===== config.mk =====
export PLATFORM = sky130hd
export DESIGN_NAME = rta_alarm_flags
export DESIGN_NICKNAME = d
export VERILOG_FILES = /design/src/pkg/rta_pkg.sv /design/src/hw/rta_alarm_flags.sv /design/src/hw/rta_alarm_match.sv /design/src/hw/rta_event_detect.sv
export SDC_FILE = /design/constraint.sdc
export NUM_CORES = 1
export LEC_CHECK = 0
export ABC_AREA = 1
export BUFFER_PORTS_ARGS = -buffer_cell sky130_fd_sc_hd__buf_2
export CAP_MARGIN = 5
export CELL_PAD_IN_SITES_DETAIL_PLACEMENT = 1
export CELL_PAD_IN_SITES_GLOBAL_PLACEMENT = 1
export CORE_MARGIN = 3
export CORE_UTILIZATION = 42
export DETAILED_ROUTE_END_ITERATION = 7
export MAX_ROUTING_LAYER = met4
export PLACE_DENSITY_LB_ADDON = 0.1
export REMOVE_ABC_BUFFERS = 1
export SYNTH_ARGS = -nofsm -noshare
export SYNTH_HDL_FRONTEND = slang
export SYNTH_HIERARCHICAL = 1
export SYNTH_SLANG_ARGS = --single-unit
export TNS_END_PERCENT = 20

===== constraint.sdc =====
create_clock -name sys_clk -period 2.3 [get_ports sys_clk]
set_input_delay 0.345 -clock sys_clk [delete_from_list [all_inputs] [get_ports sys_clk]]
set_output_delay 0.345 -clock sys_clk [all_outputs]
set_load 0.005 [all_outputs]

===== src/pkg/rta_pkg.sv =====
// Constants shared by the alarm and event-flag block of the real-time clock.
// Assumes an 8-bit register bus and BCD time values from the time counters.
package rta_pkg;

  localparam int DATA_W = 8;
  localparam int NUM_ALARMS = 5;
  localparam int NUM_FLAGS = 5;
  localparam int NUM_TIME_FIELDS = 6;

  // Register offsets
  localparam logic [7:0] OFF_CENTURY = 8'h0c;
  localparam logic [7:0] OFF_SEC_ALARM = 8'h10;
  localparam logic [7:0] OFF_MIN_ALARM = 8'h11;
  localparam logic [7:0] OFF_HOUR_ALARM = 8'h12;
  localparam logic [7:0] OFF_MONTH_ALARM = 8'h13;
  localparam logic [7:0] OFF_DATE_ALARM = 8'h14;
  localparam logic [7:0] OFF_EVENT_FLAGS = 8'h18;
  localparam logic [7:0] OFF_EVENT_FLAG_CLEAR = 8'h1c;
  localparam logic [7:0] OFF_INTERRUPT_ENABLES = 8'h20;
  localparam logic [7:0] OFF_EVENT_CHOICE = 8'h24;

  // Alarm slot indices (offset minus OFF_SEC_ALARM)
  localparam int ALM_SEC = 0;
  localparam int ALM_MIN = 1;
  localparam int ALM_HOUR = 2;
  localparam int ALM_MONTH = 3;
  localparam int ALM_DATE = 4;

  // Field positions
  localparam int ALARM_ENABLE_BIT = 7;
  localparam int FLAG_UPDATE_GRANTED = 0;
  localparam int FLAG_ALARM = 1;
  localparam int FLAG_SECOND = 2;
  localparam int FLAG_TIME_EVENT = 3;
  localparam int FLAG_CALENDAR_EVENT = 4;
  localparam int TIME_CHOICE_LSB = 0;
  localparam int CAL_CHOICE_LSB = 4;

  // Reset values
  localparam logic [7:0] CENTURY_RST = 8'h00;
  localparam logic [7:0] ALARM_RST = 8'h00;
  localparam logic [4:0] FLAGS_RST = 5'h00;
  localparam logic [4:0] IRQ_ENABLES_RST = 5'h00;
  localparam logic [1:0] CHOICE_RST = 2'h0;

  // BCD values with meaning
  localparam logic [7:0] CENTURY_LOW = 8'h19;
  localparam logic [7:0] CENTURY_HIGH = 8'h20;
  localparam logic [7:0] NOON_HOUR = 8'h12;
  localparam logic [7:0] MIDNIGHT_HOUR = 8'h00;
  localparam logic [7:0] SUNDAY_DAY = 8'h07;
  localparam logic [7:0] FIRST_DATE = 8'h01;
  localparam logic [7:0] JANUARY_MONTH = 8'h01;

  typedef enum logic [1:0] {
    TEV_MINUTE,
    TEV_HOUR,
    TEV_MIDNIGHT,
    TEV_NOON
  } rta_time_choice_e;

  typedef enum logic [1:0] {
    CEV_WEEK,
    CEV_MONTH,
    CEV_YEAR,
    CEV_RESERVED
  } rta_cal_choice_e;

endpackage : rta_pkg


===== src/hw/rta_alarm_flags.sv =====
// Alarm compare and event-flag section of the real-time clock: century
// register, five alarm registers, sticky event flags with write-one-to-clear,
// interrupt enables, event choice and the interrupt output.
// Assumes an 8-bit register port driven on sys_clk and BCD time values plus
// the update-granted pulse from the time counters on the same clock.
`timescale 1ns/1ps

// Functional notes
// - Century register accepts only BCD 19 or 20; other writes are ignored.
// - Second alarm: BCD compare value in low bits, enable in bit 7.
// - Minute alarm: BCD compare value in low bits, enable in bit 7.
// - Hour alarm: BCD compare value in low bits, enable in bit 7.
// - Date alarm: BCD compare value in low bits, enable in bit 7.
// - Month alarm: BCD compare value in low bits, enable in bit 7.
// - A field takes part in the match only while its enable is 1.
// - Flag 0 reads 1 once the time registers may be written.
// - Flag 1 sets on an alarm match and holds until cleared.
// - Flag 2 sets on any second event and holds until cleared.
// - Flag 3 sets on the chosen time event and holds until cleared.
// - Flag 4 sets on the chosen calendar event and holds until cleared.
// - Interrupt is high while any enabled flag is set.
// - Writing 1 to a clear bit drops that flag; 0 leaves it.
// - Clearing the only enabled active flag drops the interrupt.
// - One interrupt enable bit per flag, bits 0 to 4.
// - Time choice: 00 minute, 01 hour, 10 midnight, 11 noon.
// - Calendar choice: 00 Sunday, 01 first of month, 10 January 1st, 11 none.
module rta_alarm_flags
  import rta_pkg::*;
(
  input wire logic sys_clk,
  input wire logic reset,
  input wire logic [7:0] busAddr,
  input wire logic busWrEn,
  input wire logic busRdEn,
  input wire logic [DATA_W-1:0] busWrData,
  output logic [DATA_W-1:0] busRdData,
  input wire logic [7:0] curSec,
  input wire logic [7:0] curMin,
  input wire logic [7:0] curHour,
  input wire logic [7:0] curDay,
  input wire logic [7:0] curDate,
  input wire logic [7:0] curMonth,
  input wire logic updateGranted,
  output logic irq
);

  logic [7:0] centuryValue_q;
  logic [7:0] alarm_q [NUM_ALARMS];
  logic [NUM_FLAGS-1:0] eventFlags_q;
  logic [NUM_FLAGS-1:0] eventFlags_d;
  logic [NUM_FLAGS-1:0] interruptEnables_q;
  rta_time_choice_e timeEventChoice_q;
  rta_cal_choice_e calendarEventChoice_q;
  logic [DATA_W-1:0] busRdData_q;
  logic [DATA_W-1:0] readMux;
  logic irq_q;
  logic matchPrev_q;
  logic allMatch;
  logic alarmEvent;
  logic secondEvent;
  logic timeEvent;
  logic calendarEvent;
  logic [NUM_FLAGS-1:0] setVec;
  logic [NUM_FLAGS-1:0] clrVec;
  logic clearWrite;

  rta_alarm_match u_match (
    .sys_clk(sys_clk),
    .reset(reset),
    .secondAlarm(alarm_q[ALM_SEC]),
    .minuteAlarm(alarm_q[ALM_MIN]),
    .hourAlarm(alarm_q[ALM_HOUR]),
    .dateAlarm(alarm_q[ALM_DATE]),
    .monthAlarm(alarm_q[ALM_MONTH]),
    .curSec(curSec),
    .curMin(curMin),
    .curHour(curHour),
    .curDate(curDate),
    .curMonth(curMonth),
    .allMatch(allMatch)
  );

  rta_event_detect u_events (
    .sys_clk(sys_clk),
    .reset(reset),
    .curSec(curSec),
    .curMin(curMin),
    .curHour(curHour),
    .curDay(curDay),
    .curDate(curDate),
    .curMonth(curMonth),
    .timeEventChoice(timeEventChoice_q),
    .calendarEventChoice(calendarEventChoice_q),
    .secondEvent(secondEvent),
    .timeEvent(timeEvent),
    .calendarEvent(calendarEvent)
  );

  // Century register
  always_ff @(posedge sys_clk) begin
    if (reset) begin
      centuryValue_q <= CENTURY_RST;
    end else if (busWrEn && busAddr == OFF_CENTURY &&
                 (busWrData == CENTURY_LOW || busWrData == CENTURY_HIGH)) begin
      centuryValue_q <= busWrData;
    end
  end

  // Alarm registers, slot index is the offset above the seconds alarm
  always_ff @(posedge sys_clk) begin
    if (reset) begin
      for (int k = 0; k < NUM_ALARMS; k++) begin
        alarm_q[k] <= ALARM_RST;
      end
    end else if (busWrEn && busAddr >= OFF_SEC_ALARM && busAddr <= OFF_DATE_ALARM) begin
      alarm_q[3'(busAddr - OFF_SEC_ALARM)] <= busWrData;
    end
  end

  // Interrupt enables and event choice
  always_ff @(posedge sys_clk) begin
    if (reset) begin
      interruptEnables_q <= IRQ_ENABLES_RST;
    end else if (busWrEn && busAddr == OFF_INTERRUPT_ENABLES) begin
      interruptEnables_q <= busWrData[NUM_FLAGS-1:0];
    end
  end

  always_ff @(posedge sys_clk) begin
    if (reset) begin
      timeEventChoice_q <= rta_time_choice_e'(CHOICE_RST);
      calendarEventChoice_q <= rta_cal_choice_e'(CHOICE_RST);
    end else if (busWrEn && busAddr == OFF_EVENT_CHOICE) begin
      timeEventChoice_q <= rta_time_choice_e'(busWrData[TIME_CHOICE_LSB +: 2]);
      calendarEventChoice_q <= rta_cal_choice_e'(busWrData[CAL_CHOICE_LSB +: 2]);
    end
  end

  // Alarm fires on the edge where the match begins, so one match window
  // gives one flag set even if software clears it inside the window.
  always_ff @(posedge sys_clk) begin
    if (reset) begin
      matchPrev_q <= 1'b0;
    end else begin
      matchPrev_q <= allMatch;
    end
  end

  assign alarmEvent = allMatch && !matchPrev_q;

  assign setVec[FLAG_UPDATE_GRANTED] = updateGranted;
  assign setVec[FLAG_ALARM] = alarmEvent;
  assign setVec[FLAG_SECOND] = secondEvent;
  assign setVec[FLAG_TIME_EVENT] = timeEvent;
  assign setVec[FLAG_CALENDAR_EVENT] = calendarEvent;

  assign clearWrite = busWrEn && (busAddr == OFF_EVENT_FLAG_CLEAR);
  assign clrVec = clearWrite ? busWrData[NUM_FLAGS-1:0] : '0;

  // Set is ORed after the clear so a coincident event survives
  assign eventFlags_d = (eventFlags_q & ~clrVec) | setVec;

  always_ff @(posedge sys_clk) begin
    if (reset) begin
      eventFlags_q <= FLAGS_RST;
    end else begin
      eventFlags_q <= eventFlags_d;
    end
  end

  // Interrupt follows the flag and enable registers one cycle later
  always_ff @(posedge sys_clk) begin
    if (reset) begin
      irq_q <= 1'b0;
    end else begin
      irq_q <= |(eventFlags_q & interruptEnables_q);
    end
  end

  // Read path; unmapped and write-only offsets read as zero
  always_comb begin
    readMux = '0;
    case (busAddr)
      OFF_CENTURY: readMux = centuryValue_q;
      OFF_SEC_ALARM: readMux = alarm_q[ALM_SEC];
      OFF_MIN_ALARM: readMux = alarm_q[ALM_MIN];
      OFF_HOUR_ALARM: readMux = alarm_q[ALM_HOUR];
      OFF_MONTH_ALARM: readMux = alarm_q[ALM_MONTH];
      OFF_DATE_ALARM: readMux = alarm_q[ALM_DATE];
      OFF_EVENT_FLAGS: readMux = {3'h0, eventFlags_q};
      OFF_INTERRUPT_ENABLES: readMux = {3'h0, interruptEnables_q};
      OFF_EVENT_CHOICE: readMux = {2'h0, calendarEventChoice_q, 2'h0, timeEventChoice_q};
      default: readMux = '0;
    endcase
  end

  always_ff @(posedge sys_clk) begin
    if (reset) begin
      busRdData_q <= '0;
    end else if (busRdEn) begin
      busRdData_q <= readMux;
    end
  end

  assign busRdData = busRdData_q;
  assign irq = irq_q;
endmodule : rta_alarm_flags


===== src/hw/rta_alarm_match.sv =====
// Alarm comparator: enabled alarm fields against the current BCD time.
// Assumes alarm registers and time values come from the same clock domain.
`timescale 1ns/1ps
module rta_alarm_match
  import rta_pkg::*;
(
  input wire logic sys_clk,
  input wire logic reset,
  input wire logic [7:0] secondAlarm,
  input wire logic [7:0] minuteAlarm,
  input wire logic [7:0] hourAlarm,
  input wire logic [7:0] dateAlarm,
  input wire logic [7:0] monthAlarm,
  input wire logic [7:0] curSec,
  input wire logic [7:0] curMin,
  input wire logic [7:0] curHour,
  input wire logic [7:0] curDate,
  input wire logic [7:0] curMonth,
  output logic allMatch
);

  logic [7:0] alarmVal [NUM_ALARMS];
  logic [7:0] curVal [NUM_ALARMS];
  logic [NUM_ALARMS-1:0] fieldEnable;
  logic [NUM_ALARMS-1:0] fieldOk;

  assign alarmVal[ALM_SEC] = secondAlarm;
  assign alarmVal[ALM_MIN] = minuteAlarm;
  assign alarmVal[ALM_HOUR] = hourAlarm;
  assign alarmVal[ALM_DATE] = dateAlarm;
  assign alarmVal[ALM_MONTH] = monthAlarm;
  assign curVal[ALM_SEC] = curSec;
  assign curVal[ALM_MIN] = curMin;
  assign curVal[ALM_HOUR] = curHour;
  assign curVal[ALM_DATE] = curDate;
  assign curVal[ALM_MONTH] = curMonth;

  genvar i;
  generate
    for (i = 0; i < NUM_ALARMS; i++) begin : g_field
      assign fieldEnable[i] = alarmVal[i][ALARM_ENABLE_BIT];
      // A disabled field never blocks the match
      assign fieldOk[i] = !fieldEnable[i] ||
        (alarmVal[i][ALARM_ENABLE_BIT-1:0] == curVal[i][ALARM_ENABLE_BIT-1:0]);
    end
  endgenerate

  // With every field disabled the alarm stays silent
  assign allMatch = (|fieldEnable) && (&fieldOk);
endmodule : rta_alarm_match


===== src/hw/rta_event_detect.sv =====
// Periodic event detector: watches the BCD time values for changes and
// raises one-cycle second, time and calendar events per the chosen kind.
// Assumes the time values come from counters on the same clock.
`timescale 1ns/1ps
module rta_event_detect
  import rta_pkg::*;
(
  input wire logic sys_clk,
  input wire logic reset,
  input wire logic [7:0] curSec,
  input wire logic [7:0] curMin,
  input wire logic [7:0] curHour,
  input wire logic [7:0] curDay,
  input wire logic [7:0] curDate,
  input wire logic [7:0] curMonth,
  input wire rta_time_choice_e timeEventChoice,
  input wire rta_cal_choice_e calendarEventChoice,
  output logic secondEvent,
  output logic timeEvent,
  output logic calendarEvent
);

  logic [7:0] curVal [NUM_TIME_FIELDS];
  logic [7:0] prevVal_q [NUM_TIME_FIELDS];
  logic [NUM_TIME_FIELDS-1:0] changed;
  logic primed_q;

  assign curVal[0] = curSec;
  assign curVal[1] = curMin;
  assign curVal[2] = curHour;
  assign curVal[3] = curDay;
  assign curVal[4] = curDate;
  assign curVal[5] = curMonth;

  // First cycle after reset only loads history, so no false event
  always_ff @(posedge sys_clk) begin
    if (reset) begin
      primed_q <= 1'b0;
    end else begin
      primed_q <= 1'b1;
    end
  end

  genvar i;
  generate
    for (i = 0; i < NUM_TIME_FIELDS; i++) begin : g_hist
      always_ff @(posedge sys_clk) begin
        if (reset) begin
          prevVal_q[i] <= 8'h00;
        end else begin
          prevVal_q[i] <= curVal[i];
        end
      end
      assign changed[i] = primed_q && (curVal[i] != prevVal_q[i]);
    end
  endgenerate

  assign secondEvent = changed[0];

  always_comb begin
    unique case (timeEventChoice)
      TEV_MINUTE: timeEvent = changed[1];
      TEV_HOUR: timeEvent = changed[2];
      TEV_MIDNIGHT: timeEvent = changed[2] && (curHour == MIDNIGHT_HOUR);
      TEV_NOON: timeEvent = changed[2] && (curHour == NOON_HOUR);
    endcase
  end

  always_comb begin
    unique case (calendarEventChoice)
      CEV_WEEK: calendarEvent = changed[3] && (curDay == SUNDAY_DAY);
      CEV_MONTH: calendarEvent = changed[4] && (curDate == FIRST_DATE);
      CEV_YEAR: calendarEvent = changed[5] && (curMonth == JANUARY_MONTH);
      CEV_RESERVED: calendarEvent = 1'b0;
    endcase
  end
endmodule : rta_event_detect


# Word level (Yosys, flattened, before mapping)
# Memory sizes are Yosys's and may differ from the RTL's.
# Index checks and enable logic that the tools add are counted.
[op_classes]
addsub = 1
magnitude_cmp = 2
n_eq_ne = 33
muxes = 19
bitwise = 10
n_reduce_logical = 39
[op_table]
columns = ["cell", "count"]
rows = [
  ["8-bit by 5-bit == test with 1-bit output (second input constant)", 9],
  ["8-bit one-hot mux with 9 select lines", 1],
  ["8-bit 2-to-1 mux", 7],
  ["8-bit inequality test", 6],
  ["7-bit == test", 5],
  ["8-bit by 6-bit == test with 1-bit output (second input constant)", 3],
  ["1-bit logical AND", 20],
  ["8-bit by 1-bit == test with 1-bit output (second input constant)", 2],
  ["5-bit bitwise AND", 2],
  ["5-bit OR reduction", 2],
  ["2-bit == test (second input constant)", 4],
  ["8-bit by 3-bit == test with 1-bit output (second input constant)", 1],
  ["8-bit by 4-bit == test with 1-bit output (second input constant)", 1],
  ["8-bit by 5-bit greater-or-equal comparator with 1-bit output (second input constant)", 1],
  ["8-bit by 5-bit less-or-equal comparator with 1-bit output (second input constant)", 1],
  ["8-bit zero test", 1],
  ["1-bit one-hot mux with 4 select lines", 2],
  ["8-bit OR reduction", 1],
  ["1-bit 2-to-1 mux", 7],
  ["1-bit zero test", 6],
  ["1-bit logical OR", 6],
  ["1-bit OR", 6],
  ["5-bit 2-to-1 mux", 1],
  ["5-bit inverter", 1],
  ["other kinds (6)", 8],
]
[totals]
ff_bits = 33
ramBits = 88
in_bits = 69
output_inout_bits = 9
word_cells = 115
mem_count = 2
[memory_table]
columns = ["name", "words", "width", "read_ports", "rd_ports_with_merged_regs", "write_ports", "line_no", "text"]
rows = [
  ["u_events.prevVal_q", 6, 8, 6, 0, 6, "rta_event_detect.sv:24", "logic [7:0] prevVal_q [NUM_TIME_FIELDS];"],
  ["alarm_q", 5, 8, 5, 0, 5, "rta_alarm_flags.sv:48", "logic [7:0] alarm_q [NUM_ALARMS];"],
]

# Logic depth before layout (Yosys ltp)
# Gate-level depths: netlist (run 1).
[depth]
ltp_word = 8
depth_mapped = 13
mapped_depth_nobuf = 13

# Hierarchy
# Netlist (run 1), hierarchy kept.
[by_module_without_submodules]
columns = ["mod", "n_inst", "cells_per_inst", "area_each_um2", "seq_area_each_um2"]
rows = [
  ["rta_alarm_flags", 1, 394, 3369.5, 1841.8],
  ["rta_event_detect", 1, 307, 2169.6, 980.9],
  ["rta_alarm_match", 1, 124, 589.3, 0.0],
]

# Worst setup path after synthesis (run 1)
# OpenSTA, ideal clock, no wires.
[synth_timing]
path_kind = "in2reg"
startpoint = "in busAddr[7]"
endpoint = "mem alarm_q[0][0] (enable)"
setup_time_ns = 0.329
arrival_time_ns = 1.646
required_ns = 1.971
slack_ns = 0.325
path_stages = 7
n_path_buf = 0
path_cell_list = "inv_1 nand2_2 nor2_1 a31oi_1 a21oi_4 nand4_4 nand2_1"
[synth_lines]
columns = ["element", "line_no", "text"]
rows = [
  ["start: declaration", "rta_alarm_flags.sv:32", "input wire logic [7:0] busAddr,"],
  ["end: declaration", "rta_alarm_flags.sv:48", ""],
]

==> results.txt, run 1 <==
Post-layout net count: 995
Clock power frac: 46.9%
Cell taking the most area after synthesis: dfxtp_1
# setup viols final: 0
Sequential share of power: 43.6%
Vias per cell: 5.02
Post-route clock period utilization: 71.9%
Gr usage total: 25.5%
Worst min-delay path class: in2reg
Pleak: 0.00355 uW
Register area share after synthesis: 46.1%
Critical path type: in2reg
# H-tree levels: 4
Routed WL per cell: 17.1 um
DR pass1 iterations: 4
# DRC: 0
Vias: 5618
Longest Clk Path Bufs: 2
Placed insts: 1087
Pwr dens: 734 nW/um2
DP HPWL: 14300 um
Hold Fails Final Rpt: 0
Core area: 14100 um2
Post-route antenna net violation count: 0
Setup ws final: 647 ps
Primary FF master, synth: dfxtp_1
Max Clk Rate: 605 MHz
Comb pwr share: 9.5%
Clk_lat worst skew: 420 ps
Sw Pwr: 1330 uW
TritonCTS Buffers: 17
I/O pins: 78
Setup TNS: 0 ps
RSZ-0062 raised after global routing: false
Layout cells sized above 1: 17.0%
Fillcell total: 1835
Hold Buf Count CTS: 0
Post-CTS Resized: 0
CP Data Arrival Time: 1740 ps
Clock skew: 7.65 ps
Dpl ws: 236 ps
P&R area growth vs syn: 20.5%
Period minus WS final: 1650 ps
Slew headroom: 51.7%
Mapped Area: 6130 um2
Die Span X: 127 um
Final Util: 52.4%
IO buf count: 77
Cell-internal power: 4090 uW
1st-iter DRT viols: 277
Setup bufs post-CTS: 0
Top cell type's share of synthesized area: 26.5%
Die ar.: 16100 um2
Max-Cap Viols: 0
Row count: 43
Top cells by count, synth: 198 x nand2_1, 149 x nor2_1, 109 x inv_1, 81 x dfxtp_1, 68 x nand3_1
Post-synth EDFFs: 40
CP Launch Type: primary input
Largest net degree at the start of global routing: 65
Worst slew pin tran: 724 ps
Sw Ratio: 24.5%
Ys Warns: 6
Count of mapped cells out of synthesis: 825
Starting Density: 43.5%
Critical path capture point type: flop
Global-route wire length before repair: 30800 um
FF+latch count, synth: 121
Worst Hold Slack: 148 ps
Final Non-Filler Cells: 1119
Vias in the first global route: 6008
Root Buffer: clkbuf_16
GP Congestion: 0.896
DRT Wirelength: 19100 um
Post-synthesis cell type count: 33
Die Y-Extent: 127 um
GR Overflow Total: 0
CTS tree: done
Initial antenna violation count: 0
Synth top area cells: dfxtp_1 26%, edfxtp_1 20%, nand2_1 12%
Ys async rst share: 0%
Peak supply drop: 494 uV
Top-count cell post-synth: nand2_1
Required @ worst endpoint: 2390 ps
Outcome: completed
Crit-path max FO: 8
Synthesized area per cell: 7.43 um2
Slew Viols, Final: 0
Clk sink count: 121
CTS clk-pin slew, worst paths: 50 ps
Inserted Diodes: 0
## metal layers
metal	global-route usage (%)	share of wire (%)
met2	44.6	52
met5	-	0
met4	8.52	1.7
met1	29.5	42
met3	4.63	4.6
## kinds of logic (layout without fill, tap and decap cells)
| family | after synthesis | in the layout | synth area share, % |
|---|---|---|---|
| xor gates and xnor gates | 55 | 55 | 7.86 |
| buffers and inverters | 144 | 258 | 8.88 |
| DFF | 121 | 121 | 46.1 |
| and+or+nand+nor | 452 | 452 | 32.4 |
| AOI/OAI and AO/OA | 53 | 53 | 4.78 |
## layout by cell type (no fill, tap or decap), types with 2 or more instances in the layout
master / instances
nor2_4: 3
o22ai_1: 3
buf_4: 20
o21ai_1: 8
a21oi_1: 24
edfxtp_1: 40
nand2_1: 198
xnor2_1: 48
o21ai_0: 12
buf_2: 77
a31oi_1: 2
inv_1: 109
clkinv_2: 6
nand3_1: 68
xor2_1: 7
bufinv_16: 2
inv_2: 20
clkbuf_16: 17
nand4_4: 5
nor3_1: 3
nand4_1: 14
clkbuf_1: 4
nand2_4: 2
nor2_1: 149
nor2_2: 3
or2_1: 2
dfxtp_1: 81
## critical path, cell delays in order
cell and delay (ps):
buf_2 110, inv_1 60, nand2_2 80, nor2_1 210
a31oi_1 110, a21oi_4 370, nand4_4 140, nand2_1 310
## metrics by stage
stage | power (uW) | instance area, um2
floorplan | 2670 | 6070
global placement | 2890 | 6830
detailed placement | 2920 | 6830
CTS | 5460 | 7380
global route | 5650 | 7380
finish | 5420 | 7380
## final cells by class
cell class                 count  area (um2)  area share, %
multi-input combinational    560        2760           37.4
timing repair buffer          97         536           7.25
clock buffer                  22         454           6.15
inverter                     129         484           6.56
tap                          180         225           3.05
sequential                   121        2820           38.2
clock inverter                10         101           1.37
## final timing paths
check                                   start                  endpoint  slack (ps)  cells past startpoint
worst max-delay path               busAddr[7]             alarm_q[4][4]         650                      8
worst min-delay path                curSec[7]  u_events/prevVal_q[0][7]         150                      3
worst max register to register  alarm_q[1][4]           eventFlags_q[1]         680                     13
worst min register to register   busRdData[3]              busRdData[3]         460                      2
## power by group through the flow
stage | sequential, uW | clock [uW] | combinational (uW)
after floorplan | 2380 | 0 | 288
after global placement | 2400 | 0 | 486
after detailed placement | 2410 | 0 | 512
after CTS | 2360 | 2580 | 520
after global routing | 2370 | 2690 | 578
final | 2360 | 2540 | 517
## registers in the layout, summed over array words and instances, names as in the netlist
name,count
matchPrev_q,1
eventFlags_q,5
calendarEventChoice_q,2
busRdData,8
timeEventChoice_q,2
u_events/primed_q,1
irq,1
u_events/prevVal_q,48
alarm_q,40
centuryValue_q,8
interruptEnables_q,5
Power figures use the tool's default switching activity.
==> inputs of run 2 (changes only) <==
- clock period: 2.3 -> 1.6 ns (I/O delays scaled with it)
==> run 2 against run 1 <==
Against the previous run: register-to-register slack lost 760 ps; largest cell class unchanged; the run now ends with setup timing left; clock skew shrank 0.87 ps; largest power group unchanged; combinational power grew 55%; cell area increased by 3.4%; critical endpoint is now eventFlags_q[1]; critical path type is now reg2reg.
==> results.txt, run 2 (synthesized netlist as in run 1, its figures left out) <==
Slowest cell on the critical path: edfxtp_1
Period minus WS final: 1680 ps
Critical path type: reg2reg
GR Overflow Total: 0
Total placed instance area: 7040 um2
RSZ-0062 raised after global routing: true
Sequential share of power: 42.5%
Clk sink count: 121
Worst Hold Slack: 63.9 ps
CP peak stage delay: 420 ps
Setup slack, reg-to-reg: -80 ps
Met2 WL: 10700 um
Critical path capture point type: flop
Layout cells sized above 1: 19.4%
# DRC: 0
Hold path depth: 3
Clk_lat worst skew: 420 ps
Routed WL per cell: 17.7 um
Total power: 8010 uW
DP HPWL: 15400 um
Inserted Diodes: 0
DR WL met3: 746 um
Global-route wire length before repair: 32300 um
# H-tree levels: 4
Peak supply drop: 709 uV
Vias per cell: 5.08
Failing checks: setup timing
I/O pins: 78
CP Data Arrival Time: 2030 ps
Initial antenna violation count: 0
Pleak: 0.00370 uW
TritonCTS Buffers: 17
Min-Delay Endpoint: u_events/prevVal_q[3][5]
Hold Fails Final Rpt: 0
Max Clk Rate: 594 MHz
DRT Wirelength: 20300 um
Root Buffer: clkbuf_16
Clock skew: 6.79 ps
Outcome: finished, violations left
CTS tree: done
Vias: 5817
Setup ws final: -84.9 ps
Die Y-Extent: 127 um
Row count: 43
GP Congestion: 0.890
Post-layout net count: 1023
Clock power frac: 47.5%
Die Span X: 127 um
Post-CTS Resized: 0
Most frequent cells in the layout: 198 x nand2_1, 149 x nor2_1, 109 x inv_1
Post-route antenna net violation count: 0
CTS clk-pin slew, worst paths: 60 ps
Starting Density: 43.5%
Sw Pwr: 1930 uW
Crit-path max FO: 3
Worst path bufs/invs: 2
Pwr dens: 1050 nW/um2
Cell-internal power: 6080 uW
Min-delay src: curDay[5]
CP cell instances: inv_1 > nand2_1 > nand2_1 > nand2_1 > nor2_1 > nand2_1 > nand2_1 > nand2_1 > inv_1 > nand2_1 > nor2_2 > nand2_1 > o22ai_1
1st-iter DRT viols: 293
Top flop regs: u_events/prevVal_q (48), alarm_q (40)
Number of flip-flops in the largest register: 48
Largest Register: u_events/prevVal_q
Post-route clock period utilization: 105%
Dpl ws: -213 ps
CP Launch Type: flop
Largest net degree at the start of global routing: 65
Core area: 14100 um2
Vias in the first global route: 6105
DR pass1 iterations: 5
Post-Route M1 WL: 8370 um
Longest Clk Path Bufs: 2
Gr usage total: 26.8%
# setup viols final: 1
Fin area: 7640 um2
Top cell by count, worst path: nand2_1
Worst R2R Path Depth: 13
Required @ worst endpoint: 1940 ps
Sw Ratio: 24.1%
R2r endpoint: eventFlags_q[1]
Die ar.: 16100 um2
IO buf count: 77
Comb pwr share: 10.0%
Slew Viols, Final: 0
CP Depth: 13
Max-Cap Viols: 0
Slew headroom: 53.3%
Worst min-delay path class: in2reg
CP delay by family, top: simple AND/OR/NAND/NOR gates
P&R area growth vs syn: 24.6%
Most common cell after layout, fill and taps aside: nand2_1
Worst slew pin tran: 701 ps
Highest routed layer: met4
Worst reg2reg startpoint: alarm_q[0][5]
==> run 2: worst max-delay path by stage <==
stage | startpoint | to
after CTS | alarm_q[0][5] | eventFlags_q[1]
after floorplan | busAddr[5] | alarm_q[0][0]
after global routing | alarm_q[2][3] | eventFlags_q[1]
after detailed placement | busAddr[7] | alarm_q[0][4]
after global placement | busAddr[7] | alarm_q[2][1]
final | alarm_q[0][5] | eventFlags_q[1]
==> run 2: final cells by class <==
| type | count | area (um2) |
|---|---|---|
| flip-flops and latches | 121 | 2820 |
| multi-input cells | 560 | 2760 |
| inverters | 129 | 484 |
| repair buffers | 125 | 758 |
| well taps | 180 | 225 |
| fillers | 1800 | 6460 |
| clock inverters | 1 | 30.0 |
| clock buffers | 30 | 554 |
==> run 2: layer usage <==
| layer | vias to the layer above | global-route usage, % |
|---|---|---|
| li1 | 2826 | - |
| met1 | 2841 | 31.0 |
| met2 | 122 | 47.3 |
| met3 | 28 | 4.46 |
| met4 | 0 | 8.77 |
| met5 | - | - |
==> run 2: power by group through the flow <==
stage          combinational, uW  sequential, uW  clock [uW]
2_1_floorplan                414            3420           0
5_1_grt                      892            3420        3970
3_3_place_gp                 741            3460           0
4_1_cts                      805            3400        3830
3_5_place_dp                 790            3470           0
6_report                     803            3400        3800
==> run 2: worst reg2reg max path, cell delays in order, from the launching register on <==
cell and delay [ps]:
edfxtp_1 420, inv_1 90, nand2_1 80, nand2_1 60
nand2_1 70, nor2_1 120, nand2_1 120, nand2_1 90
nand2_1 60, inv_1 60, nand2_1 60, nor2_2 140
nand2_1 90, o22ai_1 150
==> run 2: per-stage QoR <==
| stage | std cells | util (%) | setup TNS (ps) |
|---|---|---|---|
| 5_1_grt | 1146 | 54.2 | -240 |
| 6_report | 1146 | 54.2 | -84.9 |
| 4_1_cts | 1145 | 54.1 | -79.4 |
| 2_1_floorplan | 810 | - | -20980 |
| 3_3_place_gp | 1113 | 49.9 | -5470 |
| 3_5_place_dp | 1113 | 49.9 | -9360 |
==> run 2: what timing repair did <==
action,CTS,global route
hold buffers,0,0
endpoints found under the setup margin,1,2
cloned,0,0
setup buffers,1,1
pin swaps,1,0
